$ cat src/logic/cisacf_consts.svh
`ifndef CISACF_CONSTS_SVH
`define CISACF_CONSTS_SVH
// ****************
// register map
// ****************
`define CISACF_OFS_CTRL 4'h0
`define CISACF_OFS_STATUS 4'h4
`define CISACF_OFS_TIMER 4'h8
`define CISACF_CTRL_RST 4'h0
`define CISACF_CTRL_EN_N 0
`define CISACF_CTRL_ADAPT 1
`define CISACF_CTRL_USBHI 2
`define CISACF_CTRL_SUSP 3
// ****************
// input flag positions
// ****************
`define CISACF_F_DC_N 0
`define CISACF_F_USB_N 1
`define CISACF_F_PREQ 2
`define CISACF_F_RESTART 3
`define CISACF_F_TERM 4
`define CISACF_F_VMODE 5
`define CISACF_F_INLIM 6
`define CISACF_F_THERM 7
`define CISACF_F_TEMPOK 8
`define CISACF_F_HALF 9
`define CISACF_F_FIFTH 10
`define CISACF_NFLAGS 11
`define CISACF_SYNC_RST 11'h003
// ****************
// timing
// ****************
`define CISACF_CLK_MHZ 125
`define CISACF_SYS_RAMP_NS 50000
`define CISACF_CHG_RAMP_US 1000
`define CISACF_RAMP_STEPS 256
`define CISACF_SYS_STEP_CYC ((`CISACF_SYS_RAMP_NS * `CISACF_CLK_MHZ / 1000) / `CISACF_RAMP_STEPS)
`define CISACF_CHG_STEP_CYC ((`CISACF_CHG_RAMP_US * `CISACF_CLK_MHZ) / `CISACF_RAMP_STEPS)
`define CISACF_TICK_CYC (`CISACF_CLK_MHZ * 1000000)
`define CISACF_PREQ_MIN 33
`define CISACF_FAST_MIN 660
`define CISACF_TOPOFF_S 15
`define CISACF_PREQ_TICKS (`CISACF_PREQ_MIN * 60)
`define CISACF_FAST_TICKS (`CISACF_FAST_MIN * 60)
`endif

$ cat src/logic/cisacf_pkg.sv
package cisacf_pkg;
    typedef enum logic [1:0] {
        SRC_NONE = 2'b00,
        SRC_USB = 2'b01,
        SRC_DC = 2'b10
    } cisacf_src_e;
    typedef enum logic [2:0] {
        ST_OFF = 3'b000,
        ST_PREQ = 3'b001,
        ST_FAST = 3'b010,
        ST_TOPOFF = 3'b011,
        ST_DONE = 3'b100,
        ST_FAULT = 3'b101,
        ST_TSUSP = 3'b110
    } cisacf_state_e;
    typedef struct packed {
        logic [10:0] sync1;
        logic [10:0] sync2;
        logic [3:0] ctrl;
        logic ack;
        logic [31:0] rdata;
        cisacf_src_e src;
        cisacf_state_e state;
        cisacf_state_e ret;
        logic [7:0] sys_lvl;
        logic [7:0] chg_lvl;
        logic [4:0] sys_pre;
        logic [8:0] chg_pre;
        logic [31:0] tick_cnt;
        logic tick;
        logic half;
        logic [15:0] tmr;
    } cisacf_s;
endpackage : cisacf_pkg

$ cat src/logic/cisacf_top.sv
// Added by the designer: the register addresses and the Avalon-MM register port.
`timescale 1ns/100ps
`include "cisacf_consts.svh"
// Overview of operation
// - dc valid, adapter select high: adapter limit, charge capped, usb input off.
// - dc valid, adapter low, no suspend: dc limit 100mA or 500mA by usb limit.
// - only usb valid, no suspend: usb limit 100mA or 500mA, adapter ignored.
// - no valid source: zero charge current whatever the mode inputs.
// - suspend with adapter low: charging off, system rail off, input suspended.
// - both sources valid: power taken only from dc.
// - charge enable low runs charger, high stops it; system rail unaffected.
// - new valid source ramps system limit from zero over about 50us.
// - dc after usb: ramp system limit to zero, switch, ramp back up.
// - charge current ramps over 1ms on turn-on, prequal exit, switch, usb limit rise.
// - below prequal threshold stay in prequal at 10% current.
// - termination current in voltage mode: 15s top-off then done.
// - no top-off entry while input or thermal limiter reduces current.
// - from done, restart fast charge when battery drops 100mV.
// - charging indicator low during prequal and fast charge.
// - charging indicator released in temperature suspend.
// - fault and fault indicator after 33 min prequal or 660 min fast.
// - fault cleared only by charge enable toggle or source removal.
// - charge current reduced when input limit would pull system rail down.
// - fast timer half rate below 50%, paused below 20%, unless voltage mode.
// - temperature suspend halts charging and freezes timers, resumes from held state.
// - thermal limiting disables termination detection.
module cisacf_top #(
    parameter int TICK_CYC = `CISACF_TICK_CYC
) (
    // clock and reset
    input wire logic MCLK_IN,
    input wire logic RST_N_IN,
    // avalon-mm slave
    input wire logic [3:0] ADDRESS_IN,
    input wire logic READ_IN,
    input wire logic WRITE_IN,
    input wire logic [3:0] BYTEENABLE_IN,
    input wire logic [31:0] WRITEDATA_IN,
    output logic [31:0] READDATA_OUT,
    output logic WAITREQUEST_OUT,
    // analog condition flags
    input wire logic DC_POWER_GOOD_N_IN,
    input wire logic USB_POWER_GOOD_N_IN,
    input wire logic BAT_BELOW_PREQUAL_IN,
    input wire logic BAT_BELOW_RESTART_IN,
    input wire logic AT_TERMINATION_CURRENT_IN,
    input wire logic VOLTAGE_MODE_IN,
    input wire logic INPUT_LIMIT_ACTIVE_IN,
    input wire logic THERMAL_LIMIT_IN,
    input wire logic TEMP_OK_IN,
    input wire logic CHG_BELOW_HALF_IN,
    input wire logic CHG_BELOW_FIFTH_IN,
    // power path control
    output logic SYS_EN_OUT,
    output logic SRC_DC_OUT,
    output logic SRC_USB_OUT,
    output logic INPUT_SUSP_OUT,
    output logic [1:0] IN_LIMIT_OUT,
    output logic [1:0] CHG_CAP_OUT,
    output logic [1:0] CHG_FRAC_OUT,
    output logic [7:0] SYS_RAMP_OUT,
    output logic [7:0] CHG_RAMP_OUT,
    // open-drain status pins
    output logic CHARGING_FLAG_N_OUT,
    output logic CHARGING_FLAG_N_OE_OUT,
    output logic FAULT_FLAG_N_OUT,
    output logic FAULT_FLAG_N_OE_OUT
);
    import cisacf_pkg::*;

    cisacf_s r_reg;
    cisacf_s r_next;
    logic [10:0] f;
    logic en_n;
    logic adapt;
    logic usb_hi;
    logic susp;
    logic susp_eff;
    cisacf_src_e want;
    logic sys_step;
    logic chg_step;
    logic charging;
    logic chg_rst;
    logic term_ok;
    logic [1:0] lim;

    // ****************
    // decode helpers
    // ****************
    function automatic logic [1:0] lim_code(input cisacf_src_e s, input logic a,
                                            input logic sp, input logic hi);
        if (s == SRC_DC && a) begin
            lim_code = 2'h3;
        end else if (s == SRC_NONE || sp) begin
            lim_code = 2'h0;
        end else begin
            lim_code = hi ? 2'h2 : 2'h1;
        end
    endfunction : lim_code

    function automatic logic is_chg(input cisacf_state_e s);
        is_chg = (s == ST_PREQ) || (s == ST_FAST);
    endfunction : is_chg

    assign f = r_reg.sync2;
    assign en_n = r_reg.ctrl[`CISACF_CTRL_EN_N];
    assign adapt = r_reg.ctrl[`CISACF_CTRL_ADAPT];
    assign usb_hi = r_reg.ctrl[`CISACF_CTRL_USBHI];
    assign susp = r_reg.ctrl[`CISACF_CTRL_SUSP];
    // adapter mode overrides suspend; usb-only ignores adapter select
    assign susp_eff = susp && !(adapt && r_reg.src == SRC_DC);
    assign lim = lim_code(r_reg.src, adapt, susp_eff, usb_hi);
    assign charging = is_chg(r_reg.state) || r_reg.state == ST_TOPOFF;
    // termination only with a quiet limiter, never under thermal limit
    assign term_ok = f[`CISACF_F_TERM] && f[`CISACF_F_VMODE] && !f[`CISACF_F_INLIM]
                     && !f[`CISACF_F_THERM];
    assign sys_step = r_reg.sys_pre == 5'(`CISACF_SYS_STEP_CYC - 1);
    assign chg_step = r_reg.chg_pre == 9'(`CISACF_CHG_STEP_CYC - 1);

    always_comb begin
        want = SRC_NONE;
        if (!f[`CISACF_F_DC_N]) begin
            want = SRC_DC;
        end else if (!f[`CISACF_F_USB_N]) begin
            want = SRC_USB;
        end
    end

    always_comb begin
        r_next = r_reg;
        chg_rst = 1'b0;
        // ****************
        // input synchronisers
        // ****************
        r_next.sync1 = {CHG_BELOW_FIFTH_IN, CHG_BELOW_HALF_IN, TEMP_OK_IN, THERMAL_LIMIT_IN,
                        INPUT_LIMIT_ACTIVE_IN, VOLTAGE_MODE_IN, AT_TERMINATION_CURRENT_IN,
                        BAT_BELOW_RESTART_IN, BAT_BELOW_PREQUAL_IN, USB_POWER_GOOD_N_IN,
                        DC_POWER_GOOD_N_IN};
        r_next.sync2 = r_reg.sync1;
        // ****************
        // register bus, one wait state per access
        // ****************
        r_next.ack = (READ_IN || WRITE_IN) && !r_reg.ack;
        if (READ_IN && !r_reg.ack) begin
            unique case (ADDRESS_IN)
                `CISACF_OFS_CTRL: r_next.rdata = {28'h0, r_reg.ctrl};
                `CISACF_OFS_STATUS: r_next.rdata = {r_reg.chg_lvl, r_reg.sys_lvl, 5'h0,
                                                    r_reg.state, 6'h0, r_reg.src};
                `CISACF_OFS_TIMER: r_next.rdata = {16'h0, r_reg.tmr};
                default: r_next.rdata = 32'h0;
            endcase
        end
        if (WRITE_IN && r_reg.ack && ADDRESS_IN == `CISACF_OFS_CTRL && BYTEENABLE_IN[0]) begin
            r_next.ctrl = WRITEDATA_IN[3:0];
        end
        if (r_next.ctrl[`CISACF_CTRL_USBHI] && !usb_hi && r_reg.src != SRC_NONE
            && !(adapt && r_reg.src == SRC_DC)) begin
            chg_rst = 1'b1;
        end
        // ****************
        // prescalers
        // ****************
        r_next.sys_pre = sys_step ? 5'h0 : r_reg.sys_pre + 5'h1;
        r_next.chg_pre = chg_step ? 9'h0 : r_reg.chg_pre + 9'h1;
        r_next.tick = r_reg.tick_cnt == 32'(TICK_CYC - 1);
        r_next.tick_cnt = r_next.tick ? 32'h0 : r_reg.tick_cnt + 32'h1;
        // ****************
        // source selection and system ramp
        // ****************
        if (want == SRC_NONE) begin
            r_next.src = SRC_NONE;
            r_next.sys_lvl = 8'h0;
        end else if (r_reg.src != want) begin
            if (r_reg.src == SRC_NONE) begin
                r_next.src = want;
                r_next.sys_lvl = 8'h0;
            end else if (r_reg.sys_lvl != 8'h0) begin
                if (sys_step) begin
                    r_next.sys_lvl = r_reg.sys_lvl - 8'h1;
                end
            end else begin
                r_next.src = want;
                chg_rst = 1'b1;
            end
        end else if (susp_eff) begin
            r_next.sys_lvl = 8'h0;
        end else if (sys_step && r_reg.sys_lvl != 8'hff) begin
            r_next.sys_lvl = r_reg.sys_lvl + 8'h1;
        end
        // ****************
        // charge state machine
        // ****************
        if (r_reg.tick && r_reg.state != ST_TSUSP) begin
            r_next.half = !r_reg.half;
        end
        if (r_reg.src == SRC_NONE || en_n || (susp_eff && r_reg.state != ST_FAULT)) begin
            r_next.state = ST_OFF;
            r_next.tmr = 16'h0;
        end else if (!f[`CISACF_F_TEMPOK] && r_reg.state != ST_TSUSP
                     && r_reg.state != ST_FAULT) begin
            r_next.ret = r_reg.state;
            r_next.state = ST_TSUSP;
        end else begin
            unique case (r_reg.state)
                ST_OFF: begin
                    r_next.tmr = 16'h0;
                    r_next.state = f[`CISACF_F_PREQ] ? ST_PREQ : ST_FAST;
                end
                ST_PREQ: begin
                    if (r_reg.tmr >= 16'(`CISACF_PREQ_TICKS)) begin
                        r_next.state = ST_FAULT;
                    end else if (!f[`CISACF_F_PREQ]) begin
                        r_next.state = ST_FAST;
                        r_next.tmr = 16'h0;
                        chg_rst = 1'b1;
                    end else if (r_reg.tick) begin
                        r_next.tmr = r_reg.tmr + 16'h1;
                    end
                end
                ST_FAST: begin
                    if (r_reg.tmr >= 16'(`CISACF_FAST_TICKS)) begin
                        r_next.state = ST_FAULT;
                    end else if (term_ok) begin
                        r_next.state = ST_TOPOFF;
                        r_next.tmr = 16'h0;
                    end else if (r_reg.tick && (f[`CISACF_F_VMODE] || (!f[`CISACF_F_FIFTH]
                                 && (!f[`CISACF_F_HALF] || r_reg.half)))) begin
                        r_next.tmr = r_reg.tmr + 16'h1;
                    end
                end
                ST_TOPOFF: begin
                    if (r_reg.tmr >= 16'(`CISACF_TOPOFF_S)) begin
                        r_next.state = ST_DONE;
                    end else if (r_reg.tick) begin
                        r_next.tmr = r_reg.tmr + 16'h1;
                    end
                end
                ST_DONE: begin
                    if (f[`CISACF_F_RESTART]) begin
                        r_next.state = ST_FAST;
                        r_next.tmr = 16'h0;
                    end
                end
                ST_FAULT: r_next.state = ST_FAULT;
                ST_TSUSP: begin
                    if (f[`CISACF_F_TEMPOK]) begin
                        r_next.state = r_reg.ret;
                    end
                end
                default: r_next.state = ST_OFF;
            endcase
        end
        // ****************
        // charge ramp; backs off while the input limiter holds the rail
        // ****************
        if (!is_chg(r_next.state) && r_next.state != ST_TOPOFF || chg_rst) begin
            r_next.chg_lvl = 8'h0;
        end else if (chg_step) begin
            if (f[`CISACF_F_INLIM]) begin
                r_next.chg_lvl = (r_reg.chg_lvl == 8'h0) ? 8'h0 : r_reg.chg_lvl - 8'h1;
            end else if (r_reg.chg_lvl != 8'hff) begin
                r_next.chg_lvl = r_reg.chg_lvl + 8'h1;
            end
        end
    end

    always_ff @(posedge MCLK_IN or negedge RST_N_IN) begin
        if (!RST_N_IN) begin
            r_reg <= '0;
            // idle pin levels, so no source looks valid right after reset
            r_reg.sync1 <= `CISACF_SYNC_RST;
            r_reg.sync2 <= `CISACF_SYNC_RST;
            r_reg.ctrl <= `CISACF_CTRL_RST;
            r_reg.src <= SRC_NONE;
            r_reg.state <= ST_OFF;
            r_reg.ret <= ST_OFF;
        end else begin
            r_reg <= r_next;
        end
    end

    // ****************
    // outputs
    // ****************
    assign WAITREQUEST_OUT = (READ_IN || WRITE_IN) && !r_reg.ack;
    assign READDATA_OUT = r_reg.rdata;
    assign SYS_EN_OUT = r_reg.src != SRC_NONE && !susp_eff;
    assign SRC_DC_OUT = r_reg.src == SRC_DC;
    assign SRC_USB_OUT = r_reg.src == SRC_USB;
    assign INPUT_SUSP_OUT = r_reg.src != SRC_NONE && susp_eff;
    assign IN_LIMIT_OUT = lim;
    // cap reads as the input limit code while charging, zero otherwise
    assign CHG_CAP_OUT = charging ? lim : 2'h0;
    assign CHG_FRAC_OUT = !charging ? 2'h0 : (r_reg.state == ST_PREQ) ? 2'h1 : 2'h2;
    assign SYS_RAMP_OUT = r_reg.sys_lvl;
    assign CHG_RAMP_OUT = r_reg.chg_lvl;
    assign CHARGING_FLAG_N_OUT = 1'b0;
    assign CHARGING_FLAG_N_OE_OUT = is_chg(r_reg.state);
    assign FAULT_FLAG_N_OUT = 1'b0;
    assign FAULT_FLAG_N_OE_OUT = r_reg.state == ST_FAULT;
endmodule : cisacf_top

$ cat config.mk
export PLATFORM = sky130hd
export DESIGN_NAME = cisacf_top
export DESIGN_NICKNAME = d
export VERILOG_FILES = /design/src/logic/cisacf_pkg.sv /design/src/logic/cisacf_top.sv
export VERILOG_INCLUDE_DIRS = /design/src /design/src/logic
export SDC_FILE = /design/constraint.sdc
export NUM_CORES = 1
export LEC_CHECK = 0
export BUFFER_PORTS_ARGS = -buffer_cell sky130_fd_sc_hd__clkbuf_2
export CAP_MARGIN = 20
export CORE_AREA = 5 5 117 130
export CTS_BUF_LIST = sky130_fd_sc_hd__clkbuf_4 sky130_fd_sc_hd__clkbuf_8
export CTS_CLUSTER_SIZE = 12
export DETAILED_ROUTE_END_ITERATION = 6
export DIE_AREA = 0 0 122 135
export GPL_TIMING_DRIVEN = 0
export PLACE_DENSITY_LB_ADDON = 0.3
export SLEW_MARGIN = 20
export SYNTH_ARGS = -nofsm -noshare
export SYNTH_HDL_FRONTEND = slang
export SYNTH_SLANG_ARGS = --single-unit
$ cat constraint.sdc
create_clock -name MCLK_IN -period 3.75 [get_ports MCLK_IN]
set_input_delay 0.5625 -clock MCLK_IN [delete_from_list [all_inputs] [get_ports MCLK_IN]]
set_output_delay 0.5625 -clock MCLK_IN [all_outputs]
set_load 0.01 [all_outputs]
==> load_flow_metrics.sql <==
INSERT INTO impl_metrics (metric_group, metric, value, unit) VALUES
('floorplan', 'die_height', '135', 'microns'),
('layout', 'final_layout_size_suffix_gt1_share', '20.4', '%'),
('timing', 'worst_pin_slew', '1050', 'ps'),
('clock_tree', 'clockRootBuffer', 'sky130_fd_sc_hd__clkbuf_8', ''),
('worst_setup_path', 'rr_startpoint', 'r_reg[84]', ''),
('floorplan', 'placement_rows', '45', ''),
('timing', 'final_hold_viol_count', '0', ''),
('worst_setup_path', 'timing.critical_path.from_type', 'flip-flop', ''),
('layout', 'fillers', '1156', ''),
('timing', 'post_layout_min_period', '3070', 'ps'),
('synth', 'synth_common_cells', 'sky130_fd_sc_hd__dfrtp_1 (143), sky130_fd_sc_hd__nor2_1 (73), sky130_fd_sc_hd__nand2_1 (67), sky130_fd_sc_hd__buf_4 (50), sky130_fd_sc_hd__nand3_1 (43)', ''),
('detailed_routing', 'detail_route.wirelength', '19400', 'microns'),
('grt', 'gr-total-overflow', '0', ''),
('clock_tree', 'clock_latency', '460', 'ps'),
('power_and_ir_drop', 'sequentialPowerShare', '39.4', '%'),
('detailed_routing', 'detail_route.first_pass.iterations', '5', ''),
('power_and_ir_drop', 'leakagePower', '4.18', 'nW'),
('synth', 'post_synthesis_share_of_cell_area_spent_on_full_adders_half_adders_and_majority_gates', '1.71', '%'),
('worst_setup_path', 'worst-endpoint-arrival', '3440', 'ps'),
('floorplan', 'initial_utilization', '58.7', '%'),
('synth', 'yosys_warnings', '0', ''),
('layout', 'antenna-diode-count', '0', ''),
('clock_tree', 'cts_tree', 'yes', ''),
('worst_setup_path', 'cp_data_required_time', '4120', 'ps'),
('floorplan', 'die-width', '122', 'microns'),
('clock_tree', 'cts.clk_slew.worst_paths', '80', 'ps'),
('synth', 'synth_top_area_share', '44.5', '%'),
('synth', 'synthesis.area', '8040', 'sq um'),
('power_and_ir_drop', 'ir_worst_vdd', '0.252', 'mV'),
('floorplan', 'num_io_pins', '118', ''),
('synth', 'synth-edff-count', '0', ''),
('clock_tree', 'cts_hold_repair.buffers', '0', ''),
('synth', 'most_repeated_cell_in_the_gate_level_netlist_after_synthesis', 'sky130_fd_sc_hd__dfrtp_1', ''),
('layout', 'num-nets-final', '1019', ''),
('synth', 'synth_flop_cell', 'sky130_fd_sc_hd__dfrtp_1', ''),
('grt', 'grt_max_degree', '86', ''),
('place', 'port-buffer-count', '82', ''),
('clock_tree', 'htree_levels', '4', ''),
('clock_tree', 'cts-buffers-inserted', '17', ''),
('synth', 'ys_seq_area_share', '45.8', '%'),
('timing', 'fin_setup_tns', '0', 'ps'),
('power_and_ir_drop', 'p_int', '2.87', 'mW'),
('grt', 'gr-usage-all-layers', '24.2', '%'),
('timing', 'report.final.setup_viol', '0', ''),
('outcome', 'status', 'completed', ''),
('worst_setup_path', 'criticalPathCategory', 'reg -> reg', ''),
('clock_tree', 'max-clock-path-buffers', '2', ''),
('layout', 'finalCoreUtilization', '66.7', '%'),
('worst_setup_path', 'start_point_of_the_critical_path', 'r_reg[84]', ''),
('synth', 'synthMuxAreaShare', '1.70', '%'),
('synth', 'async_reset_ff_share', '100', '%'),
('run', 'maxCapViolCount', '0', ''),
('power_and_ir_drop', 'power_frac_comb', '33.9', '%'),
('floorplan', 'area_of_the_placeable_core', '13700', 'sq um'),
('timing', 'slew_viol_final', '0', ''),
('grt', 'grt_pass1_wl', '31900', 'microns'),
('timing', 'grt_setup_unrepaired', 'false', ''),
('place', 'post-dp-hpwl', '14000', 'microns'),
('synth', 'synth_simple_gate_area_share', '20.4', '%'),
('worst_setup_path', 'reg2reg_depth', '6', ''),
('worst_setup_path', 'nature_of_the_critical_path_endpoint', 'flip-flop', ''),
('detailed_routing', 'detail-route-antenna-nets', '0', ''),
('worst_hold_path', 'hold_path.class', 'in -> async', ''),
('synth', 'number_of_library_cell_types_mapped_by_synthesis', '79', ''),
('timing', 'whs', '92.9', 'ps'),
('power_and_ir_drop', 'power.switching_fraction', '37.4', '%'),
('synth', 'synth_top_area_cell', 'sky130_fd_sc_hd__dfrtp_1', ''),
('detailed_routing', 'via_count', '6876', ''),
('timing', 'timing.fmax', '325', 'MHz'),
('clock_tree', 'cts.sinks', '147', ''),
('detailed_routing', 'iteration_0_drc_markers', '734', '');
[per-layer routing]
layer  vias up  routed length (microns)  global-route usage (%)
met1      3290                     8460                    33.2
li1       3245                        -                       -
met2       299                     9250                    38.3
met4         0                      439                    9.34
met5         -                        0                       0
met3        42                     1260                    4.69
[through the flow]
step | instance area, sq um | std cells | setup slack (ps) | power [mW]
global placement | 8690 | 1121 | -304 | 3.33
detailed placement | 8730 | 1122 | 506 | 3.36
finish | 9120 | 1152 | 677 | 4.59
CTS | 9110 | 1152 | 674 | 4.58
floorplan | 8040 | 851 | 1100 | 2.87
global route | 9120 | 1152 | 444 | 4.83
[cell type report]
class | instances | area [sq um] | area share, %
multi-input cells | 589 | 3740 | 41.0
flip-flops and latches | 147 | 3680 | 40.4
plain buffers | 92 | 544 | 5.97
repair buffers | 83 | 447 | 4.90
clock buffers | 21 | 277 | 3.03
well taps | 188 | 235 | 2.58
clock inverters | 9 | 108 | 1.18
inverters | 23 | 86.3 | 0.946
[power groups by stage]
stage,clock network [mW],registers (mW),logic [mW]
finish,1.22,1.81,1.56
CTS,1.25,1.80,1.53
global route,1.32,1.82,1.69
floorplan,0,1.80,1.07
detailed placement,0,1.83,1.52
global placement,0,1.83,1.50
[final timing paths]
| path | endpoint | slack, ps |
|---|---|---|
| worst min-delay path | SYS_RAMP_OUT[5] | 90 |
| worst min register to register | f[7] | 350 |
| worst max register to register | r_reg[11] | 680 |
| max in group asynchronous | r_reg[2] | 2870 |
| min in group MCLK_IN | r_next[126] | 200 |
| worst max-delay path | r_reg[11] | 680 |
[cells in the final DEF, fill, tap and decap left out, types with 5 or more instances in the layout]
cell type,instances
sky130_fd_sc_hd__o21ai_0,42
sky130_fd_sc_hd__and3_1,17
sky130_fd_sc_hd__a21oi_1,36
sky130_fd_sc_hd__ha_1,11
sky130_fd_sc_hd__a31oi_1,11
sky130_fd_sc_hd__clkbuf_1,37
sky130_fd_sc_hd__buf_4,50
sky130_fd_sc_hd__and2_1,9
sky130_fd_sc_hd__nor4_1,8
sky130_fd_sc_hd__a211oi_1,10
sky130_fd_sc_hd__nand2b_1,10
sky130_fd_sc_hd__clkbuf_8,20
sky130_fd_sc_hd__a22oi_1,9
sky130_fd_sc_hd__nor3_1,24
sky130_fd_sc_hd__mux2_2,5
sky130_fd_sc_hd__nor4b_1,7
sky130_fd_sc_hd__clkbuf_2,81
sky130_fd_sc_hd__or3_1,7
sky130_fd_sc_hd__o22ai_1,5
sky130_fd_sc_hd__o32ai_1,5
sky130_fd_sc_hd__xnor2_1,19
sky130_fd_sc_hd__nor2_1,73
sky130_fd_sc_hd__nand4_1,11
sky130_fd_sc_hd__nor2b_1,10
sky130_fd_sc_hd__o31ai_1,5
sky130_fd_sc_hd__a22o_1,32
sky130_fd_sc_hd__xor2_1,21
sky130_fd_sc_hd__nand2_1,67
sky130_fd_sc_hd__dfrtp_1,143
sky130_fd_sc_hd__inv_1,23
sky130_fd_sc_hd__nand3b_1,5
sky130_fd_sc_hd__nand3_1,43
sky130_fd_sc_hd__mux2i_1,8
sky130_fd_sc_hd__o211ai_1,5
[cells by family (layout without fill, tap and decap cells)]
family / Yosys count / after routing
compound gates: 207 / 207
xor+xnor: 40 / 40
fa+ha+maj: 11 / 11
buf+inv: 115 / 228
flops: 147 / 147
mux: 13 / 13
other cells: 1 / 2
simple gates: 316 / 316
[critical path, cell delays in order, from the launching register on]
cell and delay [ps]:
sky130_fd_sc_hd__dfrtp_1 440, sky130_fd_sc_hd__clkbuf_1 440, sky130_fd_sc_hd__nor2_1 200, sky130_fd_sc_hd__o32ai_1 890, sky130_fd_sc_hd__o21ai_0 420, sky130_fd_sc_hd__a311o_1 420, sky130_fd_sc_hd__a31oi_1 180
No activity file was read; power rests on OpenSTA's default activity.
